===== src/logic/lie_cfg.svh =====
// Constants for the load instruction execution block.
`ifndef LIE_CFG_SVH
`define LIE_CFG_SVH
// Opcode field bounds: eight upper bits for most of the group, seven for the index loads.
`define LIE_OPC_MSB 15
`define LIE_OPC8_LSB 8
`define LIE_OPC7_LSB 9
// Opcode values of the group; the index loads match seven bits so bit 8 stays free as the register selector.
`define LIE_OP_ACC_IMM 8'h7E
`define LIE_OP_IDX_IMM 7'h38
`define LIE_OP_IDX_MEM 7'h1C
`define LIE_OP_IDX_SEL 16'h6880
`define LIE_OP_IDX_SEL_MASK 16'hFFFE
`define LIE_OP_PAGE_MEM 8'h6F
`define LIE_OP_PAGE_IMM 16'h6E00
`define LIE_OP_PAGE_IMM_MASK 16'hFFFE
`define LIE_OP_STAT_LOAD 8'h7B
`define LIE_OP_STAT_STORE 8'h7C
`define LIE_OP_MULT 8'h6A
`define LIE_OP_MULT_ACC 8'h6C
`define LIE_OP_MULT_MOVE 8'h6B
// Operand fields of the instruction word.
`define LIE_F_LOW 0
`define LIE_F_NEXT_VAL 0
`define LIE_F_NEXT_EN 3
`define LIE_F_DMA_MSB 6
`define LIE_F_IND 7
`define LIE_F_CONST_MSB 7
`define LIE_F_SEL 8
`define LIE_ADDR_MSB 7
// Status word bit positions and the fixed pattern of ones.
`define LIE_SW_WRAP 15
`define LIE_SW_SAT 14
`define LIE_SW_MASK 13
`define LIE_SW_PTR 8
`define LIE_SW_PAGE 0
`define LIE_SW_ONES 16'h1EFC
`define LIE_STORE_PAGE 1'b1
`define LIE_MOVE_STEP 8'h01
`endif


===== src/logic/lie_pkg.sv =====
// Types for the load instruction execution block.
package lie_pkg;
	typedef struct packed {
		logic wrap;
		logic sat;
		logic mask;
		logic ptr;
		logic page;
	} lie_status_t;
	typedef struct packed {
		logic we;
		logic [7:0] addr;
		logic [15:0] data;
	} lie_dwrite_t;
	typedef enum logic [2:0] {LIE_IDLE, LIE_READ, LIE_MOVE} lie_state_t;
endpackage : lie_pkg


===== src/logic/lie_exec.sv =====
// Execute stage for the load instruction group of the signal processor core.
`timescale 1ns/1ns
`include "lie_cfg.svh"

// What this block does
// [RQ1] Immediate accumulator load puts 8-bit constant positive into accumulator; PC advances one.
// [RQ2] Immediate index load writes constant right-aligned, zero-filled, never sign-extended.
// [RQ3] Immediate index load takes 0..255 and a one-bit index register selector.
// [RQ4] Status load copies memory word into wrap, saturate, pointer and page bits.
// [RQ5] Status load leaves the interrupt mask bit unchanged.
// [RQ6] Saved status layout: wrap 15, sat 14, mask 13, ptr 8, page 0, fixed ones.
// [RQ7] Direct status store always writes into data page 1.
// [RQ8] Direct status load reads the page chosen by the current page pointer.
// [RQ9] Status load uses 7-bit direct address; indirect may set next pointer 0 or 1.
// [RQ10] Memory index load copies word; page loads set pointer from LSB or constant.
// [RQ11] Multiplicand load; accumulate variant adds product; move variant copies upward.
module lie_exec
	import lie_pkg::*;
(
	input wire logic i_clock,
	input wire logic i_rstn,
	input wire logic i_instr_valid,
	input wire logic [15:0] i_instr,
	input wire logic [15:0] i_dmem_rdata,
	input wire logic [31:0] i_product,
	input wire logic [15:0] i_index_addr,
	input wire logic i_irq_mask,
	output logic o_busy,
	output logic o_pc_inc,
	output logic [7:0] o_dmem_raddr,
	output lie_dwrite_t o_dmem_write,
	output logic [31:0] o_accum,
	output logic [15:0] o_index0,
	output logic [15:0] o_index1,
	output logic [15:0] o_multiplicand,
	output lie_status_t o_status,
	output logic [15:0] o_status_word
);
	// ------------------------------------------------------------
	// Decode
	// ------------------------------------------------------------
	lie_state_t state_reg;
	logic [15:0] instr_reg;
	logic [31:0] accum_reg;
	logic [15:0] index_reg [2];
	logic [15:0] mult_reg;
	lie_status_t status_reg;
	lie_dwrite_t dwrite_reg;
	logic pc_inc_reg;
	logic [7:0] raddr_reg;

	// Upper opcode byte; most of the group is decoded from it alone.
	function automatic logic [7:0] lie_op8(input logic [15:0] ins);
		lie_op8 = ins[`LIE_OPC_MSB:`LIE_OPC8_LSB];
	endfunction : lie_op8

	// Upper seven opcode bits; the index loads keep their register selector just below them.
	function automatic logic [6:0] lie_op7(input logic [15:0] ins);
		lie_op7 = ins[`LIE_OPC_MSB:`LIE_OPC7_LSB];
	endfunction : lie_op7

	// Effective data address: direct uses page and 7-bit offset, indirect uses the pointed index.
	function automatic logic [7:0] lie_eff_addr(input logic [15:0] ins, input logic page, input logic [15:0] ix);
		lie_eff_addr = ins[`LIE_F_IND] ? ix[`LIE_ADDR_MSB:`LIE_F_LOW]
			: {page, ins[`LIE_F_DMA_MSB:`LIE_F_LOW]}; // RQ8 RQ9
	endfunction : lie_eff_addr

	// True when the opcode needs a data memory read before it completes.
	function automatic logic lie_needs_read(input logic [15:0] ins);
		lie_needs_read = (lie_op7(ins) == `LIE_OP_IDX_MEM) || (lie_op8(ins) == `LIE_OP_PAGE_MEM)
			|| (lie_op8(ins) == `LIE_OP_STAT_LOAD) || (lie_op8(ins) == `LIE_OP_MULT)
			|| (lie_op8(ins) == `LIE_OP_MULT_ACC) || (lie_op8(ins) == `LIE_OP_MULT_MOVE);
	endfunction : lie_needs_read

	logic [15:0] cur_index;
	logic [15:0] saved_word;
	assign cur_index = index_reg[status_reg.ptr];
	// Fixed ones and the zero at bit 1 come from the constant mask.
	assign saved_word = `LIE_SW_ONES | ({15'h0000, status_reg.wrap} << `LIE_SW_WRAP)
		| ({15'h0000, status_reg.sat} << `LIE_SW_SAT) | ({15'h0000, status_reg.mask} << `LIE_SW_MASK)
		| ({15'h0000, status_reg.ptr} << `LIE_SW_PTR) | ({15'h0000, status_reg.page} << `LIE_SW_PAGE); // RQ6

	// ------------------------------------------------------------
	// Sequencer
	// ------------------------------------------------------------
	// A read instruction takes one extra cycle, the move variant two, so the memory word is stable when consumed.
	always_ff @(posedge i_clock or negedge i_rstn) begin
		if (!i_rstn) begin
			state_reg <= LIE_IDLE;
			instr_reg <= 16'h0000;
			raddr_reg <= 8'h00;
		end else begin
			case (state_reg)
				LIE_IDLE: begin
					if (i_instr_valid && lie_needs_read(i_instr)) begin
						state_reg <= LIE_READ;
						instr_reg <= i_instr;
						raddr_reg <= lie_eff_addr(i_instr, status_reg.page, cur_index);
					end
				end
				LIE_READ: begin
					state_reg <= (lie_op8(instr_reg) == `LIE_OP_MULT_MOVE) ? LIE_MOVE : LIE_IDLE;
				end
				LIE_MOVE: begin
					state_reg <= LIE_IDLE;
				end
				default: begin
					state_reg <= LIE_IDLE;
				end
			endcase
		end
	end

	// ------------------------------------------------------------
	// Program counter advance
	// ------------------------------------------------------------
	// Each instruction of this group is one word, so the counter advances once on completion.
	always_ff @(posedge i_clock or negedge i_rstn) begin
		if (!i_rstn) begin
			pc_inc_reg <= 1'b0;
		end else begin
			pc_inc_reg <= (state_reg == LIE_IDLE && i_instr_valid && !lie_needs_read(i_instr))
				|| (state_reg == LIE_READ && lie_op8(instr_reg) != `LIE_OP_MULT_MOVE)
				|| (state_reg == LIE_MOVE); // RQ1
		end
	end

	// ------------------------------------------------------------
	// Accumulator
	// ------------------------------------------------------------
	always_ff @(posedge i_clock or negedge i_rstn) begin
		if (!i_rstn) begin
			accum_reg <= 32'h0000_0000;
		end else if (state_reg == LIE_IDLE && i_instr_valid && lie_op8(i_instr) == `LIE_OP_ACC_IMM) begin
			accum_reg <= {24'h00_0000, i_instr[`LIE_F_CONST_MSB:`LIE_F_LOW]}; // RQ1
		end else if (state_reg == LIE_READ && (lie_op8(instr_reg) == `LIE_OP_MULT_ACC
			|| lie_op8(instr_reg) == `LIE_OP_MULT_MOVE)) begin
			accum_reg <= accum_reg + i_product; // RQ11
		end
	end

	// ------------------------------------------------------------
	// Index registers
	// ------------------------------------------------------------
	// One process per register; the selector is bit 8 of the instruction.
	for (genvar g = 0; g < 2; g++) begin : g_index
		always_ff @(posedge i_clock or negedge i_rstn) begin
			if (!i_rstn) begin
				index_reg[g] <= 16'h0000;
			end else if (state_reg == LIE_IDLE && i_instr_valid && lie_op7(i_instr) == `LIE_OP_IDX_IMM
				&& i_instr[`LIE_F_SEL] == 1'(g)) begin
				index_reg[g] <= {8'h00, i_instr[`LIE_F_CONST_MSB:`LIE_F_LOW]}; // RQ2 RQ3
			end else if (state_reg == LIE_READ && lie_op7(instr_reg) == `LIE_OP_IDX_MEM
				&& instr_reg[`LIE_F_SEL] == 1'(g)) begin
				index_reg[g] <= i_dmem_rdata; // RQ10
			end
		end
	end

	// ------------------------------------------------------------
	// Multiplicand
	// ------------------------------------------------------------
	always_ff @(posedge i_clock or negedge i_rstn) begin
		if (!i_rstn) begin
			mult_reg <= 16'h0000;
		end else if (state_reg == LIE_READ && (lie_op8(instr_reg) == `LIE_OP_MULT
			|| lie_op8(instr_reg) == `LIE_OP_MULT_ACC || lie_op8(instr_reg) == `LIE_OP_MULT_MOVE)) begin
			mult_reg <= i_dmem_rdata; // RQ11
		end
	end

	// ------------------------------------------------------------
	// Status bits
	// ------------------------------------------------------------
	// The mask bit follows the core's own interrupt control, never a loaded word.
	always_ff @(posedge i_clock or negedge i_rstn) begin
		if (!i_rstn) begin
			status_reg <= '0;
		end else begin
			status_reg.mask <= i_irq_mask; // RQ5
			if (state_reg == LIE_READ && lie_op8(instr_reg) == `LIE_OP_STAT_LOAD) begin
				status_reg.wrap <= i_dmem_rdata[`LIE_SW_WRAP]; // RQ4
				status_reg.sat <= i_dmem_rdata[`LIE_SW_SAT];
				status_reg.ptr <= i_dmem_rdata[`LIE_SW_PTR];
				status_reg.page <= i_dmem_rdata[`LIE_SW_PAGE];
			end else if (state_reg == LIE_READ && lie_op8(instr_reg) == `LIE_OP_PAGE_MEM) begin
				status_reg.page <= i_dmem_rdata[`LIE_F_LOW]; // RQ10
			end else if (state_reg == LIE_IDLE && i_instr_valid) begin
				if ((i_instr & `LIE_OP_PAGE_IMM_MASK) == `LIE_OP_PAGE_IMM) begin
					status_reg.page <= i_instr[`LIE_F_LOW]; // RQ10
				end
				if ((i_instr & `LIE_OP_IDX_SEL_MASK) == `LIE_OP_IDX_SEL) begin
					status_reg.ptr <= i_instr[`LIE_F_LOW];
				end
			end
			// Indirect forms may name the next pointer; a status load's own value gives way to it.
			if (state_reg == LIE_READ && instr_reg[`LIE_F_IND] && instr_reg[`LIE_F_NEXT_EN]) begin
				status_reg.ptr <= instr_reg[`LIE_F_NEXT_VAL]; // RQ9
			end
		end
	end

	// ------------------------------------------------------------
	// Data memory writes
	// ------------------------------------------------------------
	always_ff @(posedge i_clock or negedge i_rstn) begin
		if (!i_rstn) begin
			dwrite_reg <= '0;
		end else begin
			dwrite_reg.we <= 1'b0;
			if (state_reg == LIE_IDLE && i_instr_valid && lie_op8(i_instr) == `LIE_OP_STAT_STORE) begin
				dwrite_reg.we <= 1'b1;
				dwrite_reg.addr <= lie_eff_addr(i_instr, `LIE_STORE_PAGE, cur_index); // RQ7
				dwrite_reg.data <= saved_word;
			end else if (state_reg == LIE_MOVE) begin
				dwrite_reg.we <= 1'b1;
				dwrite_reg.addr <= raddr_reg + `LIE_MOVE_STEP; // RQ11
				dwrite_reg.data <= mult_reg;
			end
		end
	end

	assign o_busy = (state_reg != LIE_IDLE);
	assign o_pc_inc = pc_inc_reg;
	assign o_dmem_raddr = raddr_reg;
	assign o_dmem_write = dwrite_reg;
	assign o_accum = accum_reg;
	assign o_index0 = index_reg[0];
	assign o_index1 = index_reg[1];
	assign o_multiplicand = mult_reg;
	assign o_status = status_reg;
	assign o_status_word = saved_word;
endmodule : lie_exec


===== config.mk =====
export PLATFORM = sky130hd
export DESIGN_NAME = lie_exec
export DESIGN_NICKNAME = d
export VERILOG_FILES = /design/src/logic/lie_pkg.sv /design/src/logic/lie_exec.sv
export VERILOG_INCLUDE_DIRS = /design/src /design/src/logic
export SDC_FILE = /design/constraint.sdc
export NUM_CORES = 1
export LEC_CHECK = 0
export BUFFER_PORTS_ARGS = -buffer_cell sky130_fd_sc_hd__buf_2
export CORE_AREA = 4 4 152 154
export CTS_BUF_LIST = sky130_fd_sc_hd__clkbuf_2 sky130_fd_sc_hd__clkbuf_4 sky130_fd_sc_hd__clkbuf_8
export DETAILED_ROUTE_END_ITERATION = 6
export DIE_AREA = 0 0 156 158
export GPL_TIMING_DRIVEN = 0
export HOLD_SLACK_MARGIN = 0.03
export SLEW_MARGIN = 10
export SYNTH_ARGS = -nofsm -noshare
export SYNTH_HDL_FRONTEND = slang
export SYNTH_SLANG_ARGS = --single-unit
export TNS_END_PERCENT = 100

===== constraint.sdc =====
create_clock -name i_clock -period 4.7 [get_ports i_clock]
set_input_delay 0.47 -clock i_clock [delete_from_list [all_inputs] [get_ports i_clock]]
set_output_delay 0.47 -clock i_clock [all_outputs]
set_load 0.05 [all_outputs]

==> results of run 1 <==
## logic make-up (layout without fill, tap and decap cells)
| group | Yosys count | count (layout) | synth area share |
|---|---|---|---|
| xor gates and xnor gates | 25 | 25 | 0.02929 |
| adders and majority gates | 33 | 33 | 0.05624 |
| other | 2 | 11 | 0.001005 |
| muxes | 37 | 37 | 0.05407 |
| DFF | 132 | 132 | 0.4419 |
| buffers and inverters | 65 | 291 | 0.04319 |
| and+or+nand+nor | 268 | 268 | 0.1714 |
| AOI/OAI and AO/OA | 230 | 230 | 0.2029 |
## what timing repair did
item	in CTS	in global routing
hold endpoints to repair	56	0
setup buffers	0	0
setup endpoints to repair	0	0
hold buffers	1	0
## through the flow
stage | power [uW] | utilization
after floorplan | 1728 | -
after global placement | 1928 | 0.4067
after detailed placement | 1937 | 0.4082
after CTS | 2966 | 0.4281
after global routing | 3084 | 0.4281
final | 2942 | 0.4281
## area by class of cell
class	count	area, um2	area share
multi-input cells	604	3882	0.4181
flip-flops and latches	132	3303	0.3557
repair buffers	194	1005	0.1082
well taps	280	350.3	0.03773
plain buffers	51	270.3	0.02911
clock buffers	17	234.0	0.02520
clock inverters	15	187.7	0.02021
inverters	14	52.55	0.005660
## routing by layer
metal  vias up  GRT usage  routed length (um)
li1       3301          -                   -
met1      3230     0.2506               10440
met2       217     0.3186               11290
met3        30    0.04565                1689
met4         4    0.04502                 300
met5         -          0                  27
## how the worst max path moves through the flow
stage / from / end / cells past startpoint
floorplan: o_accum[22] / o_accum[31] / 9
global placement: i_rstn / o_accum[23] / 1
detailed placement: i_product[0] / o_accum[22] / 10
CTS: o_accum[0] / o_accum[22] / 9
global route: o_accum[0] / o_accum[18] / 9
finish: o_accum[0] / o_accum[22] / 9
## cells in the final DEF, fill, tap and decap left out, types with 16 or more instances in the layout
| cell | netlist | layout |
|---|---|---|
| buf_2 | 9 | 200 |
| dfrtp_1 | 132 | 132 |
| nand2_1 | 124 | 124 |
| a21oi_1 | 57 | 57 |
| o21ai_0 | 54 | 54 |
| nor2_1 | 49 | 49 |
| ha_1 | 32 | 32 |
| a22oi_1 | 30 | 30 |
| mux2_2 | 27 | 27 |
| clkbuf_1 | 24 | 24 |
| nand3_1 | 17 | 17 |
| clkbuf_8 | 0 | 17 |
| a22o_1 | 16 | 16 |
| buf_4 | 16 | 16 |
## synth_stat cells (16+ instances only)
library cell    n  area share
buf_4          16       0.016
nor2_1         49       0.025
nand3_1        17       0.011
a22oi_1        30       0.030
clkbuf_1       24       0.012
o21ai_0        54       0.036
nand2_1       124       0.062
ha_1           32       0.054
a22o_1         16       0.019
a21oi_1        57       0.038
dfrtp_1       132        0.44
mux2_2         27       0.041
## where the power goes
| group | switching (uW) | internal (uW) |
|---|---|---|
| logic | 454 | 202 |
| clock network | 572 | 453 |
| registers | 60.6 | 1200 |
| total | 1090 | 1850 |
## worst reg2reg max path: stages (launching register included)
cell	delay, ns
dfrtp_1	0.41
ha_1	0.22
fa_1	0.44
a211oi_1	0.26
o21bai_1	0.13
a21oi_1	0.32
o311ai_2	0.28
a21bo_2	0.28
xnor2_1	0.15
o21ai_0	0.09
==> results by group, run 1 <==
Run status
  – Result of the run: finished clean

Floorplan
  – Ports: 220
  – Initial Utilization: 0.3446
  – Row count: 54
  – Core area: 0.02169 mm2
  – DIE AREA: 0.02465 mm2
  – Die H: 158 um
  – Die X: 156 um

Layout
  – # diodes: 0
  – Fin cells: 1307
  – Max reg flops: 32
  – Final instance area: 0.009285 mm2
  – # fillers: 2187
  – Synthesis-to-layout area growth: 24.22%
  – Layout cells sized above 1: 0.2833
  – Nets: 1131

GRT
  – Largest net degree at the start of global routing: 77
  – Total gr overflow: 0
  – Initial antenna violation count: 2
  – Number of global-route vias before repair: 6589
  – Tot GR Track Use: 0.1904
  – First-pass GRT wire length: 36.69 mm

Clocking
  – Root buf cell: clkbuf_8
  – # H-tree levels: 4
  – Cts repair resizes: 0
  – CTS tree: done
  – CTS Buf Count: 17
  – Clk slew on worst S/H paths: 0.10 ns
  – Clock sinks: 132
  – Worst-skew pair later-pin latency: 0.46 ns
  – Max clock buf depth: 2

Synth
  – Synth Area per Inst: 9.438 um2
  – Cells after Synth: 792
  – Async set-reset flop share out of synthesis: 1.000
  – Synth Register Bits: 132
  – Sequential area share after synthesis: 0.4419
  – YS warnings: 0
  – Top_reg_cell synth: dfrtp_1
  – Yosys cell types: 66
  – Mapped cell area: 0.007475 mm2
  – Post-synth EDFFs: 0

Place
  – Placed cells: 1274
  – Buffers on Ports: 192
  – Gpl congestion: 0.8616
  – Area after DPL: 0.008853 mm2
  – Setup Slack @ Placement: 1.827 ns
  – Post-DP HPWL: 18.47 mm

Timing
  – Endpoints failing hold: 0
  – Final setup violation count: 0
  – FMAX: 370.9 MHz
  – Worst-margin pin slew: 0.9355 ns
  – Hold WS: 0.1161 ns
  – Slew HR: 0.3763
  – RSZ-0062 raised after global routing: no
  – Period minus WS final: 2.696 ns
  – Fin. max-slew vios: 0
  – Worst Setup Slack, final: 2.004 ns
  – Tcrit/Tclk final: 0.5736
  – Clk_skew: 0.01882 ns
  – Setup TNS: 0 ns

Flow run
  – Max-cap viol count: 0

Drt
  – Vias: 6782
  – Post-route ant nets: 0
  – DRC violations left: 0
  – DR WL/cell: 18.17 um
  – DRT Pass-1 Iters: 5
  – Iter 0 DRT Violations: 461
  – Vias per cell: 5.189
  – Total routed wirelength: 23.74 mm

Worst setup path
  – Reg-to-reg endpoint: o_accum[22]
  – Sum of buffers and inverters on the critical path: 0
  – Cell family with most CP delay: compound AO/OA/AOI/OAI gates
  – Critical path peak fanout: 5
  – Cell breakdown of the critical path: ha_1 > fa_1 > a211oi_1 > o21bai_1 > a21oi_1 > o311ai_2 > a21bo_2 > xnor2_1 > o21ai_0
  – Worst path slowest cell: fa_1
  – Worst path arrival time: 3.02 ns
  – Reg2Reg Depth: 9
  – Startpoint Class: flop
  – Critical path class: reg -> reg
  – Critical Path End Type: flop
  – Worst Path Required: 5.03 ns
  – Worst path max stage delay: 0.44 ns
  – R2R setup slack: 2.00 ns
  – FF-to-FF Start: o_accum[0]

Pwr
  – PD cells: 316.9 mW/mm2
  – Peak supply drop: 0.0001966 V
  – Leak: 0.004693 uW

Hold path
  – Worst Hold Endpoint: o_status[2]
  – Hold Startpoint: i_irq_mask
  – Hold Path Depth: 1
  – Worst Hold Class: in -> reg
Note: power is estimated with default switching activity, not from simulation.
==> run 2, diff against run 1 <==
Clock period 4.7 ns to 2.6 ns, I/O delays scaled along.
==> results by group, run 2 (synthesized netlist as in run 1, its figures left out) <==
Timing
  – Clk_skew: 0.02057 ns
  – Worst-margin pin slew: 0.6834 ns
  – Hold WS: 0.07245 ns
  – Tcrit/Tclk final: 0.9774
  – Endpoints failing hold: 0
  – Worst Setup Slack, final: 0.05873 ns
  – RSZ-0062 raised after global routing: yes
  – FMAX: 393.5 MHz
  – Slew HR: 0.5444
  – Final setup violation count: 0
  – Fin. max-slew vios: 0
  – Period minus WS final: 2.541 ns
  – Setup TNS: 0 ns

GRT
  – Tot GR Track Use: 0.1945
  – Number of global-route vias before repair: 6744
  – Largest net degree at the start of global routing: 68
  – Initial antenna violation count: 2
  – First-pass GRT wire length: 37.26 mm
  – Total gr overflow: 0

Worst setup path
  – Critical path peak fanout: 7
  – FF-to-FF Start: o_accum[26]
  – Sum of buffers and inverters on the critical path: 1
  – Critical Path End Type: flop
  – Worst path slowest cell: dfrtp_1
  – Worst path arrival time: 2.88 ns
  – Cell family with most CP delay: compound AO/OA/AOI/OAI gates
  – Cell breakdown of the critical path: ha_1 > clkbuf_1 > a21oi_1 > o21a_1 > o221ai_1 > a21o_1 > or3_1 > and2_0 > a221o_1
  – Worst path max stage delay: 0.40 ns
  – Critical path class: reg -> reg
  – Worst Setup SP: o_accum[26]
  – Startpoint Class: flop
  – Worst Path Required: 2.93 ns

Flow run
  – Max-cap viol count: 0

Clocking
  – Clock sinks: 132
  – Root buf cell: clkbuf_8
  – # H-tree levels: 4
  – Max clock buf depth: 2
  – Worst-skew pair later-pin latency: 0.46 ns
  – CTS tree: done
  – CTS Buf Count: 17
  – Clk slew on worst S/H paths: 0.11 ns

Place
  – Buffers on Ports: 192
  – Post-DP HPWL: 18.59 mm
  – Setup Slack @ Placement: -0.1003 ns
  – Gpl congestion: 0.8794

Layout
  – Most frequent cells in the layout: buf_2, dfrtp_1, nand2_1, a21oi_1, o21ai_0
  – Synthesis-to-layout area growth: 25.76%
  – # diodes: 0
  – Max reg flops: 32
  – Util after Layout: 0.4334
  – Nets: 1140
  – # fillers: 2175
  – Commonest non-fill, non-tap cell in the layout: buf_2
  – Layout cells sized above 1: 0.3002

Run status
  – Result of the run: finished clean

Floorplan
  – Core area: 0.02169 mm2
  – Die H: 158 um
  – Die X: 156 um
  – Initial Utilization: 0.3446
  – Row count: 54
  – DIE AREA: 0.02465 mm2
  – Ports: 220

Hold path
  – Hold Startpoint: i_dmem_rdata[11]
  – Worst Hold Class: in -> reg

Drt
  – Post-route ant nets: 0
  – DRC violations left: 0
  – Iter 0 DRT Violations: 457
  – DRT Pass-1 Iters: 5
  – Vias: 6917
  – Total routed wirelength: 24.23 mm
  – Vias per cell: 5.256
  – DR WL/cell: 18.41 um

Pwr
  – Combinational share of power: 0.229
  – Switching power: 1933 uW
  – Net Sw Frac: 0.3658
  – PD cells: 562.3 mW/mm2
  – Clk network pwr share: 0.339
  – Tot Pwr: 5285 uW
  – Sequential Power Share: 0.432
  – Cell internal pwr: 3352 uW
  – Peak supply drop: 0.0002836 V
  – Leak: 0.004750 uW
[run 2: metrics by stage]
step | cell area (um2) | cells
floorplan | 7511 | 801
global placement | 8822 | 1273
detailed placement | 8856 | 1274
global route | 9400 | 1316
CTS | 9308 | 1310
finish | 9400 | 1316
[run 2: routing by layer]
metal	part of all wire	GRT usage	wire, um
met1	0.43	0.2521	10400
met2	0.48	0.3359	11650
met3	0.078	0.04073	1884
met4	0.011	0.04293	270
met5	0.0011	0	26
[run 2: power groups by stage]
| stage | Clock [uW] | Combinational (uW) | Sequential, uW |
|---|---|---|---|
| 3_5_place_dp | 0 | 1190 | 2320 |
| 4_1_cts | 1840 | 1200 | 2280 |
| 6_report | 1790 | 1210 | 2280 |
| 5_1_grt | 1940 | 1320 | 2300 |
| 3_3_place_gp | 0 | 1170 | 2320 |
| 2_1_floorplan | 0 | 528 | 2600 |
[run 2: worst paths after layout]
| kind | to | depth (start not counted) | slack [ns] |
|---|---|---|---|
| worst max-delay path | o_accum[31] | 9 | 0.06 |
| worst min-delay path | o_multiplicand[11] | 2 | 0.07 |
| worst max register to register | o_accum[31] | 9 | 0.06 |
| worst min register to register | o_dmem_write[14] | 2 | 0.48 |
| max in group asynchronous | o_accum[22] | 3 | 1.45 |
| min in group asynchronous | o_dmem_write[0] | 2 | 0.35 |
[run 2: repair_timing]
| item | 4_1_cts | 5_1_grt |
|---|---|---|
| endpoints found under the hold margin | 66 | 0 |
| endpoints found under the setup margin | 14 | 49 |
| gates resized for setup | 3 | 10 |
| pin swaps | 0 | 3 |
| hold buffers | 2 | 0 |
| setup buffers | 2 | 6 |
| cloned | 0 | 0 |
[run 2: layout make-up]
cell class / instances / area, um2 / area share
tap: 280 / 350.3 / 0.03727
buffer: 51 / 270.3 / 0.02875
timing repair buffer: 203 / 1075 / 0.1143
inverter: 14 / 52.55 / 0.005590
multi-input combinational: 604 / 3948 / 0.4199
clock buffer: 17 / 234.0 / 0.02489
sequential: 132 / 3306 / 0.3517
clock inverter: 15 / 165.2 / 0.01757
[run 2: worst reg2reg max path, cell delays in order, from the launching register on]
cell	delay, ns
dfrtp_1	0.40
ha_1	0.27
clkbuf_1	0.18
a21oi_1	0.22
o21a_1	0.22
o221ai_1	0.16
a21o_1	0.19
or3_1	0.36
and2_0	0.16
a221o_1	0.28
==> run 3, diff against run 2 <==
Settings changed: ABC_AREA set to 1, CORE_AREA 4 4 152 154 to 4 4 159 161, DIE_AREA 0 0 156 158 to 0 0 163 165.
==> results by group, run 3 <==
Floorplan
  – Die H: 165 um
  – Row count: 57
  – Die X: 163 um
  – Initial Utilization: 0.3442
  – Core area: 0.02396 mm2
  – DIE AREA: 0.02690 mm2
  – Ports: 220

Timing
  – Tcrit/Tclk final: 0.8788
  – Clk_skew: 0.01552 ns
  – Worst-margin pin slew: 0.5629 ns
  – Worst Setup Slack, final: 0.3151 ns
  – Endpoints failing hold: 0
  – Period minus WS final: 2.285 ns
  – Fin. max-slew vios: 0
  – RSZ-0062 raised after global routing: no
  – Slew HR: 0.6208
  – Setup TNS: 0 ns
  – FMAX: 437.7 MHz
  – Final setup violation count: 0

Synth
  – Async set-reset flop share out of synthesis: 1.000
  – Synth top area share: 0.4005
  – Leading post-synthesis cells by cell area: dfrtp_1, nand2_1, inv_1
  – Cells after Synth: 1157
  – YS warnings: 0
  – Synth Register Bits: 132
  – Post-synth EDFFs: 0
  – Cell taking the most area after synthesis: dfrtp_1
  – Yosys cell types: 39
  – Mapped cell area: 0.008248 mm2
  – Top_reg_cell synth: dfrtp_1
  – Sequential area share after synthesis: 0.4005
  – Synth Area per Inst: 7.129 um2
  – Most instantiated cells after synthesis: nand2_1, inv_1, dfrtp_1
  – Most frequent cell after synthesis: nand2_1

Worst setup path
  – CP endpoint: o_accum[28]
  – Reg2Reg Depth: 10
  – Critical path peak fanout: 5
  – Startpoint Class: flop
  – Worst Setup SP: o_accum[0]
  – Worst Path Required: 2.95 ns
  – Reg-to-reg endpoint: o_accum[28]
  – FF-to-FF Start: o_accum[0]
  – Worst path arrival time: 2.64 ns
  – Critical path class: reg -> reg
  – R2R setup slack: 0.32 ns
  – Critical Path End Type: flop

Clocking
  – CTS Buf Count: 17
  – Worst-skew pair later-pin latency: 0.46 ns
  – Cts repair resizes: 0
  – # H-tree levels: 4
  – Max clock buf depth: 2
  – Clock sinks: 132
  – Root buf cell: clkbuf_8
  – Clk slew on worst S/H paths: 0.11 ns
  – CTS tree: done

Layout
  – Layout cells sized above 1: 0.2124
  – Nets: 1502
  – # fillers: 2564
  – Most frequent cells in the layout: nand2_1, buf_2, inv_1, dfrtp_1, nand3_1
  – # diodes: 0
  – Synthesis-to-layout area growth: 23.57%
  – Max reg flops: 32
  – Commonest non-fill, non-tap cell in the layout: nand2_1

Drt
  – DRC violations left: 0
  – Iter 0 DRT Violations: 455
  – Post-route ant nets: 0
  – DR WL/cell: 15.44 um
  – Vias: 8093
  – Vias per cell: 4.700
  – Total routed wirelength: 26.58 mm
  – DRT Pass-1 Iters: 5

Flow run
  – Max-cap viol count: 0

Pwr
  – Leak: 0.005647 uW
  – PD cells: 596.1 mW/mm2
  – Peak supply drop: 0.0002954 V

GRT
  – First-pass GRT wire length: 41.69 mm
  – Largest net degree at the start of global routing: 83
  – Number of global-route vias before repair: 7783
  – Initial antenna violation count: 3
  – Tot GR Track Use: 0.1957
  – Total gr overflow: 0

Place
  – Setup Slack @ Placement: 0.3381 ns
  – Buffers on Ports: 191
  – Gpl congestion: 0.8817
  – Post-DP HPWL: 20.92 mm

Hold path
  – Worst Hold Class: in -> reg

Run status
  – Result of the run: finished clean
## run 3: changes by cell type after synthesis, sizes merged, moves of 16 or more
cell / before / now
a21oi: 59 / 40
a22o: 16 / 0
a22oi: 30 / 0
clkbuf: 24 / 5
inv: 14 / 184
mux2: 27 / 0
nand2: 124 / 420
nand3: 17 / 75
nor2: 51 / 71
o21ai: 62 / 78
## run 3: metal layers
metal  GRT usage  share of wire  up-vias
li1            -              -     4120
met1      0.2526           0.44     3689
met2      0.3240           0.46      248
met3     0.05815          0.078       30
met4     0.04766          0.015        6
met5           0        0.00098        -
## run 3: cell families (layout without fill, tap and decap cells)
group | count (synthesis) | in the layout | share of synthesized area
flip-flops | 132 | 132 | 0.4005
adder cells (fa/ha/maj) | 33 | 33 | 0.05097
other | 2 | 11 | 0.0009105
AND/OR/NAND/NOR | 598 | 598 | 0.3066
buffers and inverters | 224 | 456 | 0.1167
XOR/XNOR | 8 | 8 | 0.008495
AO/OA/AOI/OAI | 160 | 160 | 0.1159
## run 3: worst min path at each step
stage,startpoint,to,depth (start not counted)
floorplan,i_rstn,instr_reg[0],0
global route,i_dmem_rdata[1],o_multiplicand[1],3
detailed placement,i_rstn,o_accum[13],1
finish,i_dmem_rdata[13],o_multiplicand[13],3
global placement,i_irq_mask,o_status[2],1
CTS,i_dmem_rdata[13],o_multiplicand[13],3
## run 3: timing repair
item,4_1_cts,5_1_grt
setup buffers,0,0
endpoints found under the hold margin,57,0
hold buffers,8,0
## run 3: layout make-up
| type | instances | area (um2) | area share |
|---|---|---|---|
| Buffer | 38 | 264.0 | 0.02590 |
| Clock buffer | 17 | 234.0 | 0.02296 |
| Clock inverter | 15 | 201.4 | 0.01976 |
| Inverter | 186 | 698.2 | 0.06850 |
| Multi-Input combinational cell | 810 | 4016 | 0.3941 |
| Sequential cell | 132 | 3303 | 0.3241 |
| Tap cell | 324 | 405.4 | 0.03977 |
| Timing Repair Buffer | 200 | 1070 | 0.1050 |
## run 3: report_power, final
group,internal (uW),leakage [uW],switching [uW]
combinational,450,0.00393,1260
clock,919,0.000222,1030
sequential,2240,0.00150,171
total,3610,0.00565,2470
## run 3: per-stage QoR
step	cell area (um2)	total power [uW]	cells	hold slack, ns	util
3_3_place_gp	9643	4132	1681	0.3690	0.4024
5_1_grt	10190	6377	1722	0.04535	0.4253
6_report	10190	6075	1722	0.05074	0.4253
3_5_place_dp	9677	4151	1682	0.2686	0.4038
4_1_cts	10190	6117	1722	0.03503	0.4253
2_1_floorplan	8282	3626	1166	-0.03559	-
## run 3: critical path, stage by stage, from the launching register on
cell     delay [ns]
dfrtp_1        0.40
ha_1           0.23
fa_1           0.48
nand3_1        0.13
nand3_1        0.22
nand3_1        0.14
nand3_1        0.16
nand2_1        0.17
nand3_1        0.09
nand3_1        0.10
nand2_1        0.05
